**config.mk**
```make
export PLATFORM = sky130hd
export DESIGN_NAME = supervisor_reset_watchdog
export DESIGN_NICKNAME = d
export VERILOG_FILES = /design/src/supervisor_pkg.sv /design/src/sync_stage.sv /design/src/bus_activity_detect.sv /design/src/supervisor_reset_watchdog.sv
export VERILOG_INCLUDE_DIRS = /design/src
export SDC_FILE = /design/constraint.sdc
export NUM_CORES = 1
export LEC_CHECK = 0
export ABC_CLOCK_PERIOD_IN_PS = 2740
export BUFFER_PORTS_ARGS = -buffer_cell sky130_fd_sc_hd__buf_2
export CAP_MARGIN = 20
export CORE_MARGIN = 4
export CORE_UTILIZATION = 45
export CTS_CLUSTER_DIAMETER = 120
export DETAILED_ROUTE_END_ITERATION = 8
export PLACE_DENSITY = 0.75
export RECOVER_POWER = 100
export SLEW_MARGIN = 40
export SYNTH_ARGS = -nofsm -noshare
export SYNTH_HDL_FRONTEND = slang
export SYNTH_HIERARCHICAL = 1
export SYNTH_SLANG_ARGS = --single-unit
```
**constraint.sdc**
```tcl
create_clock -name clk_in -period 2.74 [get_ports clk_in]
set_input_delay 0.548 -clock clk_in [delete_from_list [all_inputs] [get_ports clk_in]]
set_output_delay 0.548 -clock clk_in [all_outputs]
set_load 0.03 [all_outputs]
```
**src/supervisor_defines.svh**
```systemverilog
`ifndef SUPERVISOR_DEFINES_SVH
`define SUPERVISOR_DEFINES_SVH

// Register map of the plain register port
`define ADDR_CONTROL         4'h0
`define ADDR_STATUS          4'h1
`define ADDR_WIDTH           4

// Control register field positions
`define CTRL_RESET_HOLD_HI   7
`define CTRL_WD_SEL_HI       6
`define CTRL_WD_SEL_LO       5
`define CTRL_RESET_HOLD_LO   0
`define CTRL_RESET_VALUE     8'h00

// Status register field positions
`define STAT_RESET_ACTIVE    0
`define STAT_WD_EXPIRED      1
`define STAT_MAIN_FAIL       2
`define STAT_SECOND_FAIL     3
`define STAT_BATTERY         4
`define STAT_WRITE_PROTECT   5

// Internal time base: 50 MHz clock divided to a 10 us tick
`define CLK_PERIOD_NS        20
`define TICK_NS              10000
`define TICK_CYCLES          (`TICK_NS / `CLK_PERIOD_NS)

// Reset hold times in ms, watchdog periods in ms
`define HOLD0_MS             50
`define HOLD1_MS             200
`define HOLD2_MS             400
`define HOLD3_MS             800
`define WD0_MS               25
`define WD1_MS               200
`define WD2_MS               1400
`define TICKS_PER_MS         (1000000 / `TICK_NS)

// Manual reset debounce, in ticks
`define DEBOUNCE_TICKS       16'h03e8

`endif

```
**src/supervisor_pkg.sv**
```systemverilog
`include "supervisor_defines.svh"
package supervisor_pkg;

  typedef enum logic [1:0] {
    HOLD_50MS  = 2'h0,
    HOLD_200MS = 2'h1,
    HOLD_400MS = 2'h2,
    HOLD_800MS = 2'h3
  } hold_sel_type;

  typedef enum logic [1:0] {
    WD_SHORT = 2'h0,
    WD_MID   = 2'h1,
    WD_LONG  = 2'h2,
    WD_OFF   = 2'h3
  } wd_sel_type;

  typedef struct packed {
    logic main_above_trip;
    logic main_above_backup_hi;
    logic main_below_backup_lo;
    logic second_above_trip;
    logic backup_present;
  } sense_type;

  typedef struct packed {
    logic [`ADDR_WIDTH-1:0] addr;
    logic [7:0]             wdata;
    logic                   wr;
    logic                   rd;
  } reg_req_type;

endpackage

```
**src/sync_stage.sv**
```systemverilog
`timescale 1ns/1ps
module sync_stage #(
  parameter int WIDTH = 1
) (
  input  wire logic             clk_in,
  input  wire logic             rst_in,
  input  wire logic [WIDTH-1:0] async_in,
  input  wire logic [WIDTH-1:0] init_in,
  output logic      [WIDTH-1:0] sync_out
);

  logic [WIDTH-1:0] meta_q;

  // Reset value held in a parameter-free input: sync reset, so no async capture
  always_ff @(posedge clk_in) begin
    if (rst_in) begin
      meta_q   <= init_in;
      sync_out <= init_in;
    end else begin
      meta_q   <= async_in;
      sync_out <= meta_q;
    end
  end

endmodule

```
**src/bus_activity_detect.sv**
```systemverilog
`timescale 1ns/1ps
module bus_activity_detect (
  input  wire logic clk_in,
  input  wire logic rst_in,
  input  wire logic scl_in,
  input  wire logic sda_in,
  input  wire logic enable_in,
  output logic      restart_out
);

  logic scl_q;
  logic sda_q;
  logic started_q;
  logic clocked_q;
  logic start_cond;
  logic stop_cond;

  // Inputs already synchronised by the caller
  assign start_cond = scl_q && scl_in && sda_q && !sda_in;
  assign stop_cond  = scl_q && scl_in && !sda_q && sda_in;

  always_ff @(posedge clk_in) begin
    if (rst_in) begin
      scl_q <= 1'b1;
      sda_q <= 1'b1;
    end else begin
      scl_q <= scl_in;
      sda_q <= sda_in;
    end
  end

  // Start, then a falling clock, then stop: the minimum restart sequence
  always_ff @(posedge clk_in) begin
    if (rst_in || !enable_in) begin
      started_q   <= 1'b0;
      clocked_q   <= 1'b0;
      restart_out <= 1'b0;
    end else begin
      restart_out <= 1'b0;
      if (start_cond) begin
        started_q <= 1'b1;
        clocked_q <= 1'b0;
      end else if (started_q && scl_q && !scl_in) begin
        clocked_q <= 1'b1;
      end else if (stop_cond) begin
        restart_out <= started_q && clocked_q;
        started_q   <= 1'b0;
        clocked_q   <= 1'b0;
      end
    end
  end

endmodule

```
**src/supervisor_reset_watchdog.sv**
```systemverilog
`timescale 1ns/1ps
`include "supervisor_defines.svh"
// Notes on behaviour
// Start, clock fall, stop restarts watchdog
// No restart within period: watchdog output active
// Write protect high blocks all writes; a byte taken before it rose still commits at the stop
// Battery flag follows switched supply source
// Main above trip, else hysteretic main/backup choice
// No bus activity while on backup
// Reset active from power application
// Release only after main held good
// Manual reset holds reset plus hold time
// Reset when main below trip
// Main fail stays until hold time passes
// Second fail follows second comparator directly
// Second monitor stops without any supply
// Any complete bus sequence restarts watchdog
// Host minimum: start, low, high, stop
// Two stored bits select watchdog period
// Watchdog output low when timed out
// Reset polarity variant chosen by parameter
// Stop after data byte stores selection bits
// Periods counted on internal oscillator ticks
// Comparators and manual reset synchronised
module supervisor_reset_watchdog #(
  parameter bit          RESET_ACTIVE_HIGH = 1'b0,
  parameter int unsigned TICK_CYCLES       = `TICK_CYCLES,
  parameter int unsigned TICKS_PER_MS      = `TICKS_PER_MS,
  parameter logic [7:0]  CONTROL_INIT      = `CTRL_RESET_VALUE
) (
  input  wire logic                   clk_in,
  input  wire logic                   rst_in,
  input  wire supervisor_pkg::sense_type sense_in,
  input  wire logic                   manual_reset_in_n,
  input  wire logic                   write_protect_in,
  input  wire logic                   scl_in,
  input  wire logic                   sda_in,
  input  wire logic [`ADDR_WIDTH-1:0] reg_addr_in,
  input  wire logic [7:0]             reg_wdata_in,
  input  wire logic                   reg_wr_in,
  input  wire logic                   reg_rd_in,
  input  wire logic                   store_stop_in,
  output logic [7:0]                  reg_rdata_out,
  output logic                        reset_out,
  output logic                        main_supply_fail_out,
  output logic                        early_low_supply_n_out,
  output logic                        second_supply_fail_n_out,
  output logic                        battery_active_out,
  output logic                        watchdog_out_n,
  output logic                        watchdog_oe_out,
  output logic                        bus_enable_out
);

  localparam int unsigned DIV_W = $clog2(TICK_CYCLES + 1);
  localparam int unsigned CNT_W = 20;

  function automatic logic [CNT_W-1:0] ms_ticks(input int unsigned ms);
    ms_ticks = CNT_W'(ms * TICKS_PER_MS);
  endfunction

  // Synchronised inputs
  supervisor_pkg::sense_type sense_s;
  logic                      mr_n_s;
  logic                      scl_s;
  logic                      sda_s;
  logic                      wp_s;

  sync_stage #(
    .WIDTH ($bits(supervisor_pkg::sense_type) + 4)
  ) u_sync (
    .clk_in   (clk_in),
    .rst_in   (rst_in),
    .async_in ({sense_in, manual_reset_in_n, scl_in, sda_in, write_protect_in}),
    .init_in  ({$bits(supervisor_pkg::sense_type)'(0), 4'he}),
    .sync_out ({sense_s, mr_n_s, scl_s, sda_s, wp_s})
  );

  // Tick divider: the internal oscillator time base
  logic [DIV_W-1:0] div_q;
  logic             tick_q;

  always_ff @(posedge clk_in) begin
    if (rst_in) begin
      div_q  <= '0;
      tick_q <= 1'b0;
    end else if (div_q == DIV_W'(TICK_CYCLES - 1)) begin
      div_q  <= '0;
      tick_q <= 1'b1;
    end else begin
      div_q  <= div_q + DIV_W'(1);
      tick_q <= 1'b0;
    end
  end

  // Control register (non-volatile selection bits)
  logic [7:0] control_q;
  logic [7:0] pending_q;
  logic       pending_valid_q;
  logic       on_backup_q;

  supervisor_pkg::hold_sel_type hold_sel;
  supervisor_pkg::wd_sel_type   wd_sel;

  assign hold_sel = supervisor_pkg::hold_sel_type'({control_q[`CTRL_RESET_HOLD_HI],
                                                    control_q[`CTRL_RESET_HOLD_LO]});
  assign wd_sel   = supervisor_pkg::wd_sel_type'({control_q[`CTRL_WD_SEL_HI],
                                                  control_q[`CTRL_WD_SEL_LO]});

  // Written byte waits for the stop before it is committed
  // On backup nothing is accepted and a half-done write is dropped
  always_ff @(posedge clk_in) begin
    if (rst_in) begin
      control_q       <= CONTROL_INIT;
      pending_q       <= '0;
      pending_valid_q <= 1'b0;
    end else if (on_backup_q) begin
      pending_valid_q <= 1'b0;
    end else begin
      if (reg_wr_in && !wp_s && reg_addr_in == `ADDR_CONTROL) begin
        pending_q       <= reg_wdata_in;
        pending_valid_q <= 1'b1;
      end else if (store_stop_in && pending_valid_q) begin
        control_q       <= {pending_q[7:5], 4'h0, pending_q[0]};
        pending_valid_q <= 1'b0;
      end
    end
  end

  // Supply source selection with hysteresis
  always_ff @(posedge clk_in) begin
    if (rst_in) begin
      on_backup_q <= 1'b0;
    end else if (sense_s.main_above_trip) begin
      on_backup_q <= 1'b0;
    end else if (sense_s.main_below_backup_lo) begin
      on_backup_q <= 1'b1;
    end else if (sense_s.main_above_backup_hi) begin
      on_backup_q <= 1'b0;
    end
  end

  // Manual reset debounce
  // Release is debounced too, which stretches a manual reset by one debounce time
  logic [15:0] mr_cnt_q;
  logic        mr_active_q;

  always_ff @(posedge clk_in) begin
    if (rst_in) begin
      mr_cnt_q    <= '0;
      mr_active_q <= 1'b0;
    end else if (mr_n_s == !mr_active_q) begin
      mr_cnt_q <= '0;
    end else if (tick_q) begin
      if (mr_cnt_q == `DEBOUNCE_TICKS) begin
        mr_active_q <= !mr_n_s;
        mr_cnt_q    <= '0;
      end else begin
        mr_cnt_q <= mr_cnt_q + 16'd1;
      end
    end
  end

  // Reset hold timer
  logic [CNT_W-1:0] hold_limit;
  logic [CNT_W-1:0] hold_cnt_q;
  logic             reset_cause;
  logic             reset_active_q;

  always_comb begin
    unique case (hold_sel)
      supervisor_pkg::HOLD_50MS:  hold_limit = ms_ticks(`HOLD0_MS);
      supervisor_pkg::HOLD_200MS: hold_limit = ms_ticks(`HOLD1_MS);
      supervisor_pkg::HOLD_400MS: hold_limit = ms_ticks(`HOLD2_MS);
      supervisor_pkg::HOLD_800MS: hold_limit = ms_ticks(`HOLD3_MS);
    endcase
  end

  assign reset_cause = !sense_s.main_above_trip || mr_active_q;

  always_ff @(posedge clk_in) begin
    if (rst_in) begin
      hold_cnt_q     <= '0;
      reset_active_q <= 1'b1;
    end else if (reset_cause) begin
      hold_cnt_q     <= '0;
      reset_active_q <= 1'b1;
    end else if (reset_active_q && tick_q) begin
      if (hold_cnt_q >= hold_limit - CNT_W'(1)) begin
        reset_active_q <= 1'b0;
      end else begin
        hold_cnt_q <= hold_cnt_q + CNT_W'(1);
      end
    end
  end

  // Main fail: held until supply good for the hold time
  logic main_fail_q;

  always_ff @(posedge clk_in) begin
    if (rst_in) begin
      main_fail_q <= 1'b1;
    end else if (!sense_s.main_above_trip) begin
      main_fail_q <= 1'b1;
    end else if (!reset_active_q && !mr_active_q) begin
      main_fail_q <= 1'b0;
    end
  end

  // Watchdog
  logic             restart;
  logic [CNT_W-1:0] wd_limit;
  logic [CNT_W-1:0] wd_cnt_q;
  logic             wd_expired_q;

  bus_activity_detect u_bus (
    .clk_in      (clk_in),
    .rst_in      (rst_in),
    .scl_in      (scl_s),
    .sda_in      (sda_s),
    .enable_in   (!on_backup_q),
    .restart_out (restart)
  );

  always_comb begin
    unique case (wd_sel)
      supervisor_pkg::WD_SHORT: wd_limit = ms_ticks(`WD0_MS);
      supervisor_pkg::WD_MID:   wd_limit = ms_ticks(`WD1_MS);
      supervisor_pkg::WD_LONG:  wd_limit = ms_ticks(`WD2_MS);
      supervisor_pkg::WD_OFF:   wd_limit = '0;
    endcase
  end

  // Parked while reset is active, so each period starts at release
  always_ff @(posedge clk_in) begin
    if (rst_in) begin
      wd_cnt_q     <= '0;
      wd_expired_q <= 1'b0;
    end else if (restart || wd_sel == supervisor_pkg::WD_OFF || reset_active_q) begin
      wd_cnt_q     <= '0;
      wd_expired_q <= 1'b0;
    end else if (tick_q) begin
      if (wd_cnt_q >= wd_limit - CNT_W'(1)) begin
        wd_expired_q <= 1'b1;
      end else begin
        wd_cnt_q <= wd_cnt_q + CNT_W'(1);
      end
    end
  end

  // Second supply monitor: runs from the switched output, so it needs a supply
  logic second_fail_q;
  logic supply_present;

  assign supply_present = sense_s.main_above_trip || sense_s.main_above_backup_hi
                          || sense_s.backup_present;

  always_ff @(posedge clk_in) begin
    if (rst_in) begin
      second_fail_q <= 1'b0;
    end else if (supply_present) begin
      second_fail_q <= !sense_s.second_above_trip;
    end
    // No supply at all: last value held, monitor dead
  end

  // Reset pin: level set by the variant, conditions identical
  always_ff @(posedge clk_in) begin
    if (rst_in) begin
      reset_out <= RESET_ACTIVE_HIGH;
    end else begin
      reset_out <= reset_active_q ? RESET_ACTIVE_HIGH : !RESET_ACTIVE_HIGH;
    end
  end

  // Main supply flags
  always_ff @(posedge clk_in) begin
    if (rst_in) begin
      main_supply_fail_out   <= 1'b1;
      early_low_supply_n_out <= 1'b0;
    end else begin
      main_supply_fail_out   <= main_fail_q;
      early_low_supply_n_out <= sense_s.main_above_trip;
    end
  end

  // Second supply flag
  always_ff @(posedge clk_in) begin
    if (rst_in) begin
      second_supply_fail_n_out <= 1'b1;
    end else begin
      second_supply_fail_n_out <= !second_fail_q;
    end
  end

  // Source flag and bus gate move together, so no frame is taken on backup
  always_ff @(posedge clk_in) begin
    if (rst_in) begin
      battery_active_out <= 1'b0;
      bus_enable_out     <= 1'b0;
    end else begin
      battery_active_out <= on_backup_q;
      bus_enable_out     <= !on_backup_q;
    end
  end

  // Open-drain watchdog pin: enable high while the pin is pulled low
  always_ff @(posedge clk_in) begin
    if (rst_in) begin
      watchdog_out_n  <= 1'b1;
      watchdog_oe_out <= 1'b0;
    end else begin
      watchdog_out_n  <= !wd_expired_q;
      watchdog_oe_out <= wd_expired_q;
    end
  end

  // Register read port
  logic [7:0] status;

  always_comb begin
    status                      = '0;
    status[`STAT_RESET_ACTIVE]  = reset_active_q;
    status[`STAT_WD_EXPIRED]    = wd_expired_q;
    status[`STAT_MAIN_FAIL]     = main_fail_q;
    status[`STAT_SECOND_FAIL]   = second_fail_q;
    status[`STAT_BATTERY]       = on_backup_q;
    status[`STAT_WRITE_PROTECT] = wp_s;
  end

  always_ff @(posedge clk_in) begin
    if (rst_in) begin
      reg_rdata_out <= '0;
    end else if (reg_rd_in && !on_backup_q) begin
      unique case (reg_addr_in)
        `ADDR_CONTROL: reg_rdata_out <= control_q;
        `ADDR_STATUS:  reg_rdata_out <= status;
        default:       reg_rdata_out <= '0;
      endcase
    end else begin
      reg_rdata_out <= '0;
    end
  end

endmodule

```
==> flow_metrics.env, run 1 <==
export IMPL_syn_area_per_cell_sq_um=9.10
export IMPL_cp_start_kind="flop"
export IMPL_grt_use_total=0.183
export IMPL_grt_pass1_wl_mm=21.4
export IMPL_total_power_uw=4250
export IMPL_clock_skew_ns=0.00826
export IMPL_crit_chain="inv_4 > ha_4 > xnor2_4 > ha_1 > nand4_1 > nor3_2 > a221oi_2 > nand3_4 > buf_12 > or4_4 > a21oi_2"
export IMPL_hpwl_mm=8.99
export IMPL_leakagePower_uw=0.00269
export IMPL_synth_compound_area_frac=0.113
export IMPL_final_cells=908
export IMPL_critPathMaxStageDelay_ns=0.50
export IMPL_ys_seq_area_frac=0.417
export IMPL_grt_pass1_vias=4758
export IMPL_powerDensity_nw_per_um2=590
export IMPL_tightest_slew_ns=0.819
export IMPL_overflow=0
export IMPL_synth_area_sq_um=5750
export IMPL_fp_dieW_microns=121
export IMPL_drt_iter0_drc=280
export IMPL_final_area_sq_um=7190
export IMPL_tritoncts="yes"
export IMPL_cts_buffers_inserted=17
export IMPL_placed_cell_area_sq_um=6330
export IMPL_critPathArrivalTime_ns=3.09
export IMPL_crit_path_max_fanout=6
export IMPL_die_area_sq_um=14700
export IMPL_place_inst=867
export IMPL_n_antenna_cell=0
export IMPL_core_area_sq_um=12600
export IMPL_cts_htree_levels=4
export IMPL_synthTopCellsByArea="dfxtp_1, ha_1, a21oi_1"
export IMPL_post_route_period_util=0.996
export IMPL_drive_gt1_frac=0.190
export IMPL_regToRegSetupSlack_ns=0.01
export IMPL_ioPinCount=42
export IMPL_synth_top_area_share=0.417
export IMPL_route_detailed_drc=0
export IMPL_whs_ns=0.340
export IMPL_critical_path_class="reg -> reg"
export IMPL_synthAdderAreaFrac=0.109
export IMPL_synth_xor_area_frac=0.0426
export IMPL_setup_viol_count_final=0
export IMPL_rsz0062_at_grt="yes"
export IMPL_worst_path_buf_inv=2
export IMPL_nNetsFinal=799
export IMPL_cts_num_sinks=120
export IMPL_yosys_area_top_type="dfxtp_1"
export IMPL_cp_top_family="simple AND/OR/NAND/NOR gates"
export IMPL_antenna_found_initial=0
export IMPL_io_buffer_count=37
export IMPL_ys_seq_elements=120
export IMPL_gp_congestion=0.859
export IMPL_synth_simple_area_share=0.222
export IMPL_path_clk_slew_ns=0.06
export IMPL_ys_async_sr_fraction=0
export IMPL_slew_viol_final=0
export IMPL_maxCapViolCount=0
export IMPL_ir_worst_vdd_uv=451
export IMPL_status="finished, final reports clean"
export IMPL_relSlewSlack=0.454
export IMPL_ant_nets=0
export IMPL_dr_pass1_iters=5
export IMPL_hold_path_class="in -> reg"
export IMPL_routed_via_count=4951
export IMPL_synth_top_family_by_area="simple AND/OR/NAND/NOR gates"
export IMPL_drt_wl_total_mm=13.4
export IMPL_grt_max_degree=29
export IMPL_fmax_mhz=366
export IMPL_area_delta_synth_final_pct=25.0
export IMPL_hold_viol_final=0
export IMPL_synth_area_mux_share=0.0609
export IMPL_crit_slowest_cell="or4_4"
export IMPL_critPathCaptureType="flop"
export IMPL_netlist_instances=632
export IMPL_clk_path_buf_depth=2
export IMPL_required_ns=3.10
export IMPL_fillers=1033
export IMPL_yosys_cell_types_count=46
export IMPL_die_y_microns=121
export IMPL_vias_per_cell=5.45
export IMPL_yosys_warnings=6
export IMPL_start_util=0.458
export IMPL_wl_per_cell_microns=14.8
export IMPL_synth_top_flop_cell="dfxtp_1"
export IMPL_min_period_ns=2.73
export IMPL_cts_root_buffer="clkbuf_16"
export IMPL_rows=41
export IMPL_clk_latency_ns=0.42
export IMPL_synth_edf_count=0
[per-layer routing]
layer / up-vias / GRT usage / routed length [microns]
li1: 2425 / - / -
met1: 2322 / 0.219 / 5790
met2: 163 / 0.297 / 6450
met3: 41 / 0.0597 / 792
met4: 0 / 0.0843 / 417
met5: - / 0 / 0
[Yosys cell counts, types with 3 or more instances]
| library cell | n |
|---|---|
| nor3_1 | 12 |
| or2_2 | 6 |
| nand3_1 | 33 |
| a21o_1 | 3 |
| nand2b_1 | 6 |
| nor4_1 | 6 |
| or4_1 | 12 |
| dfxtp_1 | 120 |
| o211ai_1 | 3 |
| nand2_1 | 45 |
| clkbuf_1 | 10 |
| o31ai_1 | 9 |
| buf_2 | 3 |
| and2_1 | 5 |
| o21ai_0 | 21 |
| nor2_1 | 54 |
| nor2b_1 | 5 |
| xor2_1 | 14 |
| o21ai_1 | 14 |
| a21oi_1 | 51 |
| mux2i_1 | 11 |
| nand4_1 | 19 |
| and4_1 | 6 |
| inv_1 | 27 |
| xnor2_1 | 14 |
| mux2_2 | 8 |
| ha_1 | 50 |
| mux2_4 | 10 |
| and3_1 | 12 |
| or3_1 | 23 |
[worst register-to-register path: stages, from the launching register on]
cell      delay (ns)
dfxtp_4         0.38
inv_4           0.05
ha_4            0.17
xnor2_4         0.14
ha_1            0.32
nand4_1         0.18
nor3_2          0.08
a221oi_2        0.38
nand3_4         0.16
buf_12          0.17
or4_4           0.50
a21oi_2         0.12
[worst paths after layout]
path / from / cells past startpoint / to
hold reg to reg: u_sync/meta_q[5]$_DFF_P_ / 1 / u_sync/sync_out[5]$_DFF_P_
setup / recovery: control_q[6]$_SDFFE_PP0P_ / 11 / wd_cnt_q[7]$_SDFFE_PP0P_
hold / removal: sense_in[2] / 2 / u_sync/meta_q[6]$_DFF_P_
setup reg to reg: control_q[6]$_SDFFE_PP0P_ / 11 / wd_cnt_q[7]$_SDFFE_PP0P_
[metrics by stage]
stage               setup WS, ns  utilization  setup TNS [ns]
floorplan                 0.0701            -               0
global placement         -0.0188        0.504         -0.0992
detailed placement        -0.152        0.504          -0.979
CTS                      0.00960        0.558               0
global route             -0.0847        0.572          -0.632
finish                   0.00988        0.572               0
[cells in the final DEF, fill, tap and decap left out, drive strengths merged, types with 14 or more instances in the layout]
cell type	instances
ha	50
dfxtp	120
nand4	19
o21ai	35
nand2	45
xnor2	14
xor2	14
nand3	34
inv	27
or3	23
nor2	54
conb	20
buf	51
a21oi	51
clkbuf	41
mux2	18
[power by group]
| part | internal (uW) | switching [uW] |
|---|---|---|
| clock network | 1520 | 799 |
| registers | 1780 | 20.7 |
| logic | 50.7 | 73.5 |
| total | 3350 | 893 |
[kinds of logic (layout without fill, tap and decap cells)]
logic type | Yosys count | in the layout
xor+xnor | 28 | 28
other cells | 2 | 20
compound gates | 112 | 112
fa+ha+maj | 50 | 50
flops | 120 | 120
simple gates | 247 | 247
mux | 29 | 29
buf+inv | 44 | 130
[timing repair]
action / 4_1_cts / 5_1_grt
pin swaps: 3 / 25
gates resized for setup: 9 / 45
setup buffers: 0 / 6
hold buffers: 0 / 0
setup endpoints to repair: 11 / 30
gates cloned: 1 / 2
[final cells by class]
cell class	count	area, sq um	share of cell area
flip-flops and latches	120	2410	0.336
clock buffers	21	440	0.0612
multi-input cells	486	3380	0.470
well taps	172	215	0.0299
clock inverters	11	174	0.0242
inverters	27	104	0.0144
repair buffers	71	464	0.0645
[flip-flops by register name, summed over array words and instances (netlist names), 4 cells and up]
name,count
hold_cnt_q,20
wd_cnt_q,20
mr_cnt_q,16
div_q,9
u_sync/meta_q,9
u_sync/sync_out,9
reg_rdata_out,8
control_q,4
pending_q,4
Note: power is estimated with default switching activity, not from simulation.
==> run 2, diff against run 1 <==
--- a/config.mk
+++ b/config.mk
@@ -6,14 +6,14 @@
 export SDC_FILE = /design/constraint.sdc
 export NUM_CORES = 1
 export LEC_CHECK = 0
-export ABC_CLOCK_PERIOD_IN_PS = 2740
+export ABC_CLOCK_PERIOD_IN_PS = 2800
 export BUFFER_PORTS_ARGS = -buffer_cell sky130_fd_sc_hd__buf_2
 export CAP_MARGIN = 20
 export CORE_MARGIN = 4
 export CORE_UTILIZATION = 45
 export CTS_CLUSTER_DIAMETER = 120
 export DETAILED_ROUTE_END_ITERATION = 8
-export PLACE_DENSITY = 0.75
+export PLACE_DENSITY = 0.72
 export RECOVER_POWER = 100
 export SLEW_MARGIN = 40
 export SYNTH_ARGS = -nofsm -noshare
==> constraint.sdc (replaced) <==
create_clock -name clk_in -period 2.8 [get_ports clk_in]
set_input_delay 0.56 -clock clk_in [delete_from_list [all_inputs] [get_ports clk_in]]
set_output_delay 0.56 -clock clk_in [all_outputs]
set_load 0.03 [all_outputs]
==> run 2 against run 1 <==
Net effect: die area did not move; global-route usage shrank 0.33 points; sequential cell count stayed put; non-clock buffer count down 7; sequential share of layout area is 1.0 points higher; routed wire length fell by 6.5%.
==> flow_metrics.env, run 2 (synthesis gave the netlist of run 1 again) <==
export IMPL_status="finished, final reports clean"
export IMPL_area_delta_synth_final_pct=21.1
export IMPL_grt_pass1_wl_mm=21.2
export IMPL_worst_path_buf_inv=3
export IMPL_nNetsFinal=792
export IMPL_drt_wl_total_mm=12.6
export IMPL_dr_pass1_iters=4
export IMPL_pre_cts_ws_ns=-0.0882
export IMPL_core_area_sq_um=12600
export IMPL_cpMostUsedCell="buf_6"
export IMPL_cts_htree_levels=4
export IMPL_gp_congestion=0.855
export IMPL_powerDensity_nw_per_um2=573
export IMPL_final_cell_mix="dfxtp_1, nor2_1, ha_1, a21oi_1, nand2_1"
export IMPL_ant_nets=0
export IMPL_route_detailed_drc=0
export IMPL_clk_latency_ns=0.42
export IMPL_fp_dieW_microns=121
export IMPL_cp_start_kind="flop"
export IMPL_regToRegEndpoint="wd_cnt_q[7]$_SDFFE_PP0P_"
export IMPL_hp_start="sense_in[0]"
export IMPL_min_to="u_sync/meta_q[4]$_DFF_P_"
export IMPL_crit_slowest_cell="or4_1"
export IMPL_crit_chain="inv_2 > buf_6 > ha_4 > ha_1 > nand4_1 > nor3_2 > a221oi_2 > nand3_2 > buf_6 > or4_1 > a21oi_1"
export IMPL_die_area_sq_um=14700
export IMPL_regArea_sq_um=2410
export IMPL_fillers=1117
export IMPL_critPathCaptureType="flop"
export IMPL_worst_slack_ns=0.0971
export IMPL_die_y_microns=121
export IMPL_tritoncts="yes"
export IMPL_cts_buffers_inserted=17
export IMPL_routed_via_count=4783
export IMPL_top_regs="hold_cnt_q: 20 flops, wd_cnt_q: 20 flops, mr_cnt_q: 16 flops"
export IMPL_drt_iter0_drc=234
export IMPL_cp_top_family="simple AND/OR/NAND/NOR gates"
export IMPL_hold_depth=2
export IMPL_wl_per_cell_microns=14.0
export IMPL_setup_tns_ns=0
export IMPL_required_ns=3.15
export IMPL_leakagePower_uw=0.00264
export IMPL_hold_path_class="in -> reg"
export IMPL_critPathArrivalTime_ns=3.05
export IMPL_io_buffer_count=37
export IMPL_regToRegSetupSlack_ns=0.1
export IMPL_cts_hold_buf=0
export IMPL_relSlewSlack=0.275
export IMPL_grt_pass1_vias=4636
export IMPL_post_route_period_util=0.965
export IMPL_hold_viol_final=0
export IMPL_ioPinCount=42
export IMPL_reg2reg_from="control_q[6]$_SDFFE_PP0P_"
export IMPL_path_clk_slew_ns=0.06
export IMPL_hpwl_mm=8.82
export IMPL_crit_path_max_fanout=13
export IMPL_clk_path_buf_depth=2
export IMPL_overflow=0
export IMPL_clock_skew_ns=0.00911
export IMPL_final_common_cell="dfxtp_1"
export IMPL_maxCapViolCount=0
export IMPL_utilization=0.555
export IMPL_slew_viol_final=0
export IMPL_vias_per_cell=5.31
export IMPL_fmax_mhz=370
export IMPL_cts_root_buffer="clkbuf_16"
export IMPL_cp_depth=11
export IMPL_cts_num_sinks=120
export IMPL_min_period_ns=2.70
export IMPL_multi_input_area_sq_um=3290
export IMPL_grt_max_degree=26
export IMPL_critPathMaxStageDelay_ns=0.50
export IMPL_antenna_found_initial=0
export IMPL_reg2reg_depth=11
export IMPL_critical_path_class="reg -> reg"
export IMPL_start_util=0.458
export IMPL_setup_viol_count_final=0
export IMPL_ir_worst_vdd_uv=393
export IMPL_drive_gt1_frac=0.163
export IMPL_grt_use_total=0.180
export IMPL_rows=41
export IMPL_tightest_slew_ns=1.09
export IMPL_total_power_uw=3990
export IMPL_n_antenna_cell=0
==> run 2: cell count changes in the layout (fill, tap and decap cells not counted), moves of 4 or more <==
cell,delta
ha_1,+5
a21oi_2,-5
a21oi_1,+5
ha_2,-4
or4_1,+5
buf_4,-6
or4_4,-5
==> run 2: layout make-up <==
| cell class | count | area share |
|---|---|---|
| Sequential cell | 120 | 0.346 |
| Inverter | 27 | 0.0145 |
| Clock inverter | 14 | 0.0215 |
| Tap cell | 172 | 0.0309 |
| Clock buffer | 18 | 0.0616 |
| Multi-Input combinational cell | 486 | 0.472 |
| Timing Repair Buffer | 64 | 0.0533 |
==> run 2: timing repair <==
action                                  4_1_cts  5_1_grt
setup buffers                                 3        4
cloned                                        0        1
gates resized for setup                       5       28
pin swaps                                     2        9
endpoints found under the setup margin        6       30
==> run 2: worst max path at each step <==
| stage | from | end | slack, ns |
|---|---|---|---|
| final | control_q[6]$_SDFFE_PP0P_ | wd_cnt_q[7]$_SDFFE_PP0P_ | 0.1 |
| after global routing | control_q[6]$_SDFFE_PP0P_ | wd_cnt_q[7]$_SDFFE_PP0P_ | -0.07 |
| after CTS | control_q[6]$_SDFFE_PP0P_ | wd_cnt_q[7]$_SDFFE_PP0P_ | 0.006 |
| after detailed placement | control_q[5]$_SDFFE_PP0P_ | wd_cnt_q[15]$_SDFFE_PP0P_ | -0.09 |
| after global placement | control_q[5]$_SDFFE_PP0P_ | wd_cnt_q[17]$_SDFFE_PP0P_ | 0.04 |
| after floorplan | control_q[6]$_SDFFE_PP0P_ | wd_cnt_q[17]$_SDFFE_PP0P_ | 0.13 |
==> run 2: power breakdown <==
part           total, uW  leakage [uW]  switching, uW  internal [uW]
Combinational        120       0.00137           70.6           49.4
Sequential          1760      0.000979           19.4           1740
Clock               2110      0.000288            794           1310
==> run 2: metrics by stage <==
step	area (sq um)	cells	hold WS, ns
global placement	6270	861	0.425
floorplan	5820	650	0.379
finish	6970	901	0.357
CTS	6890	896	0.355
detailed placement	6270	861	0.422
global route	6970	901	0.352
==> run 2: routing by layer <==
metal,global-route usage,vias up,part of all wire
met5,0,-,0
met4,0.0694,0,0.020
met3,0.0494,27,0.040
met2,0.300,92,0.49
met1,0.219,2252,0.45
li1,-,2412,-
==> run 3, diff against run 2 <==
--- a/config.mk
+++ b/config.mk
@@ -13,6 +13,7 @@
 export CORE_UTILIZATION = 45
 export CTS_CLUSTER_DIAMETER = 120
 export DETAILED_ROUTE_END_ITERATION = 8
+export MAX_ROUTING_LAYER = met4
 export PLACE_DENSITY = 0.72
 export RECOVER_POWER = 100
 export SLEW_MARGIN = 40
==> run 3 against run 2 <==
Net effect: design area stayed put; sequential power hardly changed; routed wire length up 0.23%; via count increased by 0.13%; largest power group unchanged.
==> flow_metrics.env, run 3 (synthesis gave the netlist of run 1 again) <==
export IMPL_ioPinCount=42
export IMPL_fmax_mhz=368
export IMPL_cts_hold_buf=0
export IMPL_fillers=1117
export IMPL_required_ns=3.14
export IMPL_dr_pass1_iters=4
export IMPL_cts_root_buffer="clkbuf_16"
export IMPL_drt_iter0_drc=217
export IMPL_drt_wl_total_mm=12.6
export IMPL_critPathMaxStageDelay_ns=0.50
export IMPL_hold_viol_final=0
export IMPL_pwr_share_clk=0.528
export IMPL_grt_max_degree=26
export IMPL_cts_num_sinks=120
export IMPL_route_detailed_drc=0
export IMPL_cts_buffers_inserted=17
export IMPL_start_util=0.458
export IMPL_grt_use_total=0.184
export IMPL_nNetsFinal=792
export IMPL_area_delta_synth_final_pct=21.1
export IMPL_slew_viol_final=0
export IMPL_crit_path_max_fanout=13
export IMPL_routed_via_count=4789
export IMPL_hpwl_mm=8.82
export IMPL_setup_viol_count_final=0
export IMPL_grt_pass1_vias=4634
export IMPL_top_regs="hold_cnt_q: 20 flops, wd_cnt_q: 20 flops, mr_cnt_q: 16 flops"
export IMPL_setup_tns_ns=0
export IMPL_drive_gt1_frac=0.163
export IMPL_critical_path_class="reg -> reg"
export IMPL_leakagePower_uw=0.00264
export IMPL_pwr_share_seq=0.442
export IMPL_maxCapViolCount=0
export IMPL_relSlewSlack=0.286
export IMPL_min_period_ns=2.72
export IMPL_critPathCaptureType="flop"
export IMPL_p_comb_frac=0.030
export IMPL_overflow=0
export IMPL_crit_slowest_cell="or4_1"
export IMPL_tritoncts="yes"
export IMPL_p_int_uw=3110
export IMPL_vias_per_cell=5.32
export IMPL_n_antenna_cell=0
export IMPL_post_route_period_util=0.971
export IMPL_cp_top_family="simple AND/OR/NAND/NOR gates"
export IMPL_swShare=0.222
export IMPL_rows=41
export IMPL_gp_congestion=0.869
export IMPL_path_clk_slew_ns=0.05
export IMPL_regToRegSetupSlack_ns=0.08
export IMPL_clk_latency_ns=0.42
export IMPL_core_area_sq_um=12600
export IMPL_status="finished, final reports clean"
export IMPL_clk_path_buf_depth=2
export IMPL_die_y_microns=121
export IMPL_powerDensity_nw_per_um2=573
export IMPL_worst_path_buf_inv=2
export IMPL_io_buffer_count=37
export IMPL_pre_cts_ws_ns=-0.0882
export IMPL_ir_worst_vdd_uv=393
export IMPL_final_cell_mix="dfxtp_1, nor2_1, ha_1, a21oi_1, nand2_1"
export IMPL_crit_chain="inv_2 > ha_4 > xnor2_2 > ha_1 > nand4_1 > nor3_2 > a221oi_2 > nand3_2 > buf_6 > or4_1 > a21oi_1"
export IMPL_grt_pass1_wl_mm=21.2
export IMPL_wl_per_cell_microns=14.0
export IMPL_tightest_slew_ns=1.07
export IMPL_critPathArrivalTime_ns=3.06
export IMPL_worst_slack_ns=0.0798
export IMPL_die_area_sq_um=14700
export IMPL_ant_nets=0
export IMPL_p_switching_uw=884
export IMPL_fp_dieW_microns=121
export IMPL_cts_htree_levels=4
export IMPL_antenna_found_initial=0
export IMPL_cp_start_kind="flop"
export IMPL_clock_skew_ns=0.0112
export IMPL_hold_path_class="in -> reg"
export IMPL_final_common_cell="dfxtp_1"
-- run 3: cell counts in the layout (fill, tap and decap cells not counted) --
Identical to the previous run, type by type.
-- run 3: power groups by stage --
stage | clock network, uW | registers [uW] | logic (uW)
floorplan | 0 | 1810 | 90.8
global placement | 0 | 1800 | 128
detailed placement | 0 | 1800 | 133
CTS | 2150 | 1770 | 135
global route | 2220 | 1770 | 135
finish | 2110 | 1760 | 120
-- run 3: metal layers --
layer	share of wire	vias to the layer above	global-route usage
met2	0.49	87	0.300
met1	0.45	2270	0.220
met3	0.036	21	0.0480
met5	0	-	-
met4	0.018	0	0.0694
li1	-	2411	-
-- run 3: layout make-up --
| class | count | area, sq um | area share |
|---|---|---|---|
| well taps | 172 | 215 | 0.0309 |
| flip-flops and latches | 120 | 2410 | 0.346 |
| multi-input cells | 486 | 3290 | 0.472 |
| clock buffers | 18 | 429 | 0.0616 |
| repair buffers | 64 | 372 | 0.0533 |
| inverters | 27 | 101 | 0.0145 |
| clock inverters | 14 | 150 | 0.0215 |
-- run 3: repair_timing --
action                                  CTS  global route
resized for setup                         5            28
cloned                                    0             1
endpoints found under the setup margin    6            30
pin swaps                                 2             9
setup buffers                             3             4
-- run 3: path summary, 6_finish.rpt --
path                             startpoint  cells after the start                          to
setup reg to reg  control_q[6]$_SDFFE_PP0P_                     11    wd_cnt_q[7]$_SDFFE_PP0P_
hold reg to reg    u_sync/meta_q[1]$_DFF_P_                      1  u_sync/sync_out[1]$_DFF_P_
setup / recovery  control_q[6]$_SDFFE_PP0P_                     11    wd_cnt_q[7]$_SDFFE_PP0P_
hold / removal                  sense_in[0]                      2    u_sync/meta_q[4]$_DFF_P_
-- run 3: per-stage QoR --
| step | area, sq um | instances | utilization | total power (uW) | hold slack [ns] |
|---|---|---|---|---|---|
| after floorplan | 5820 | 650 | - | 1900 | 0.379 |
| after global placement | 6270 | 861 | 0.499 | 1930 | 0.425 |
| after detailed placement | 6270 | 861 | 0.499 | 1940 | 0.422 |
| after CTS | 6890 | 896 | 0.548 | 4050 | 0.355 |
| after global routing | 6970 | 901 | 0.555 | 4130 | 0.351 |
| final | 6970 | 901 | 0.555 | 3990 | 0.356 |
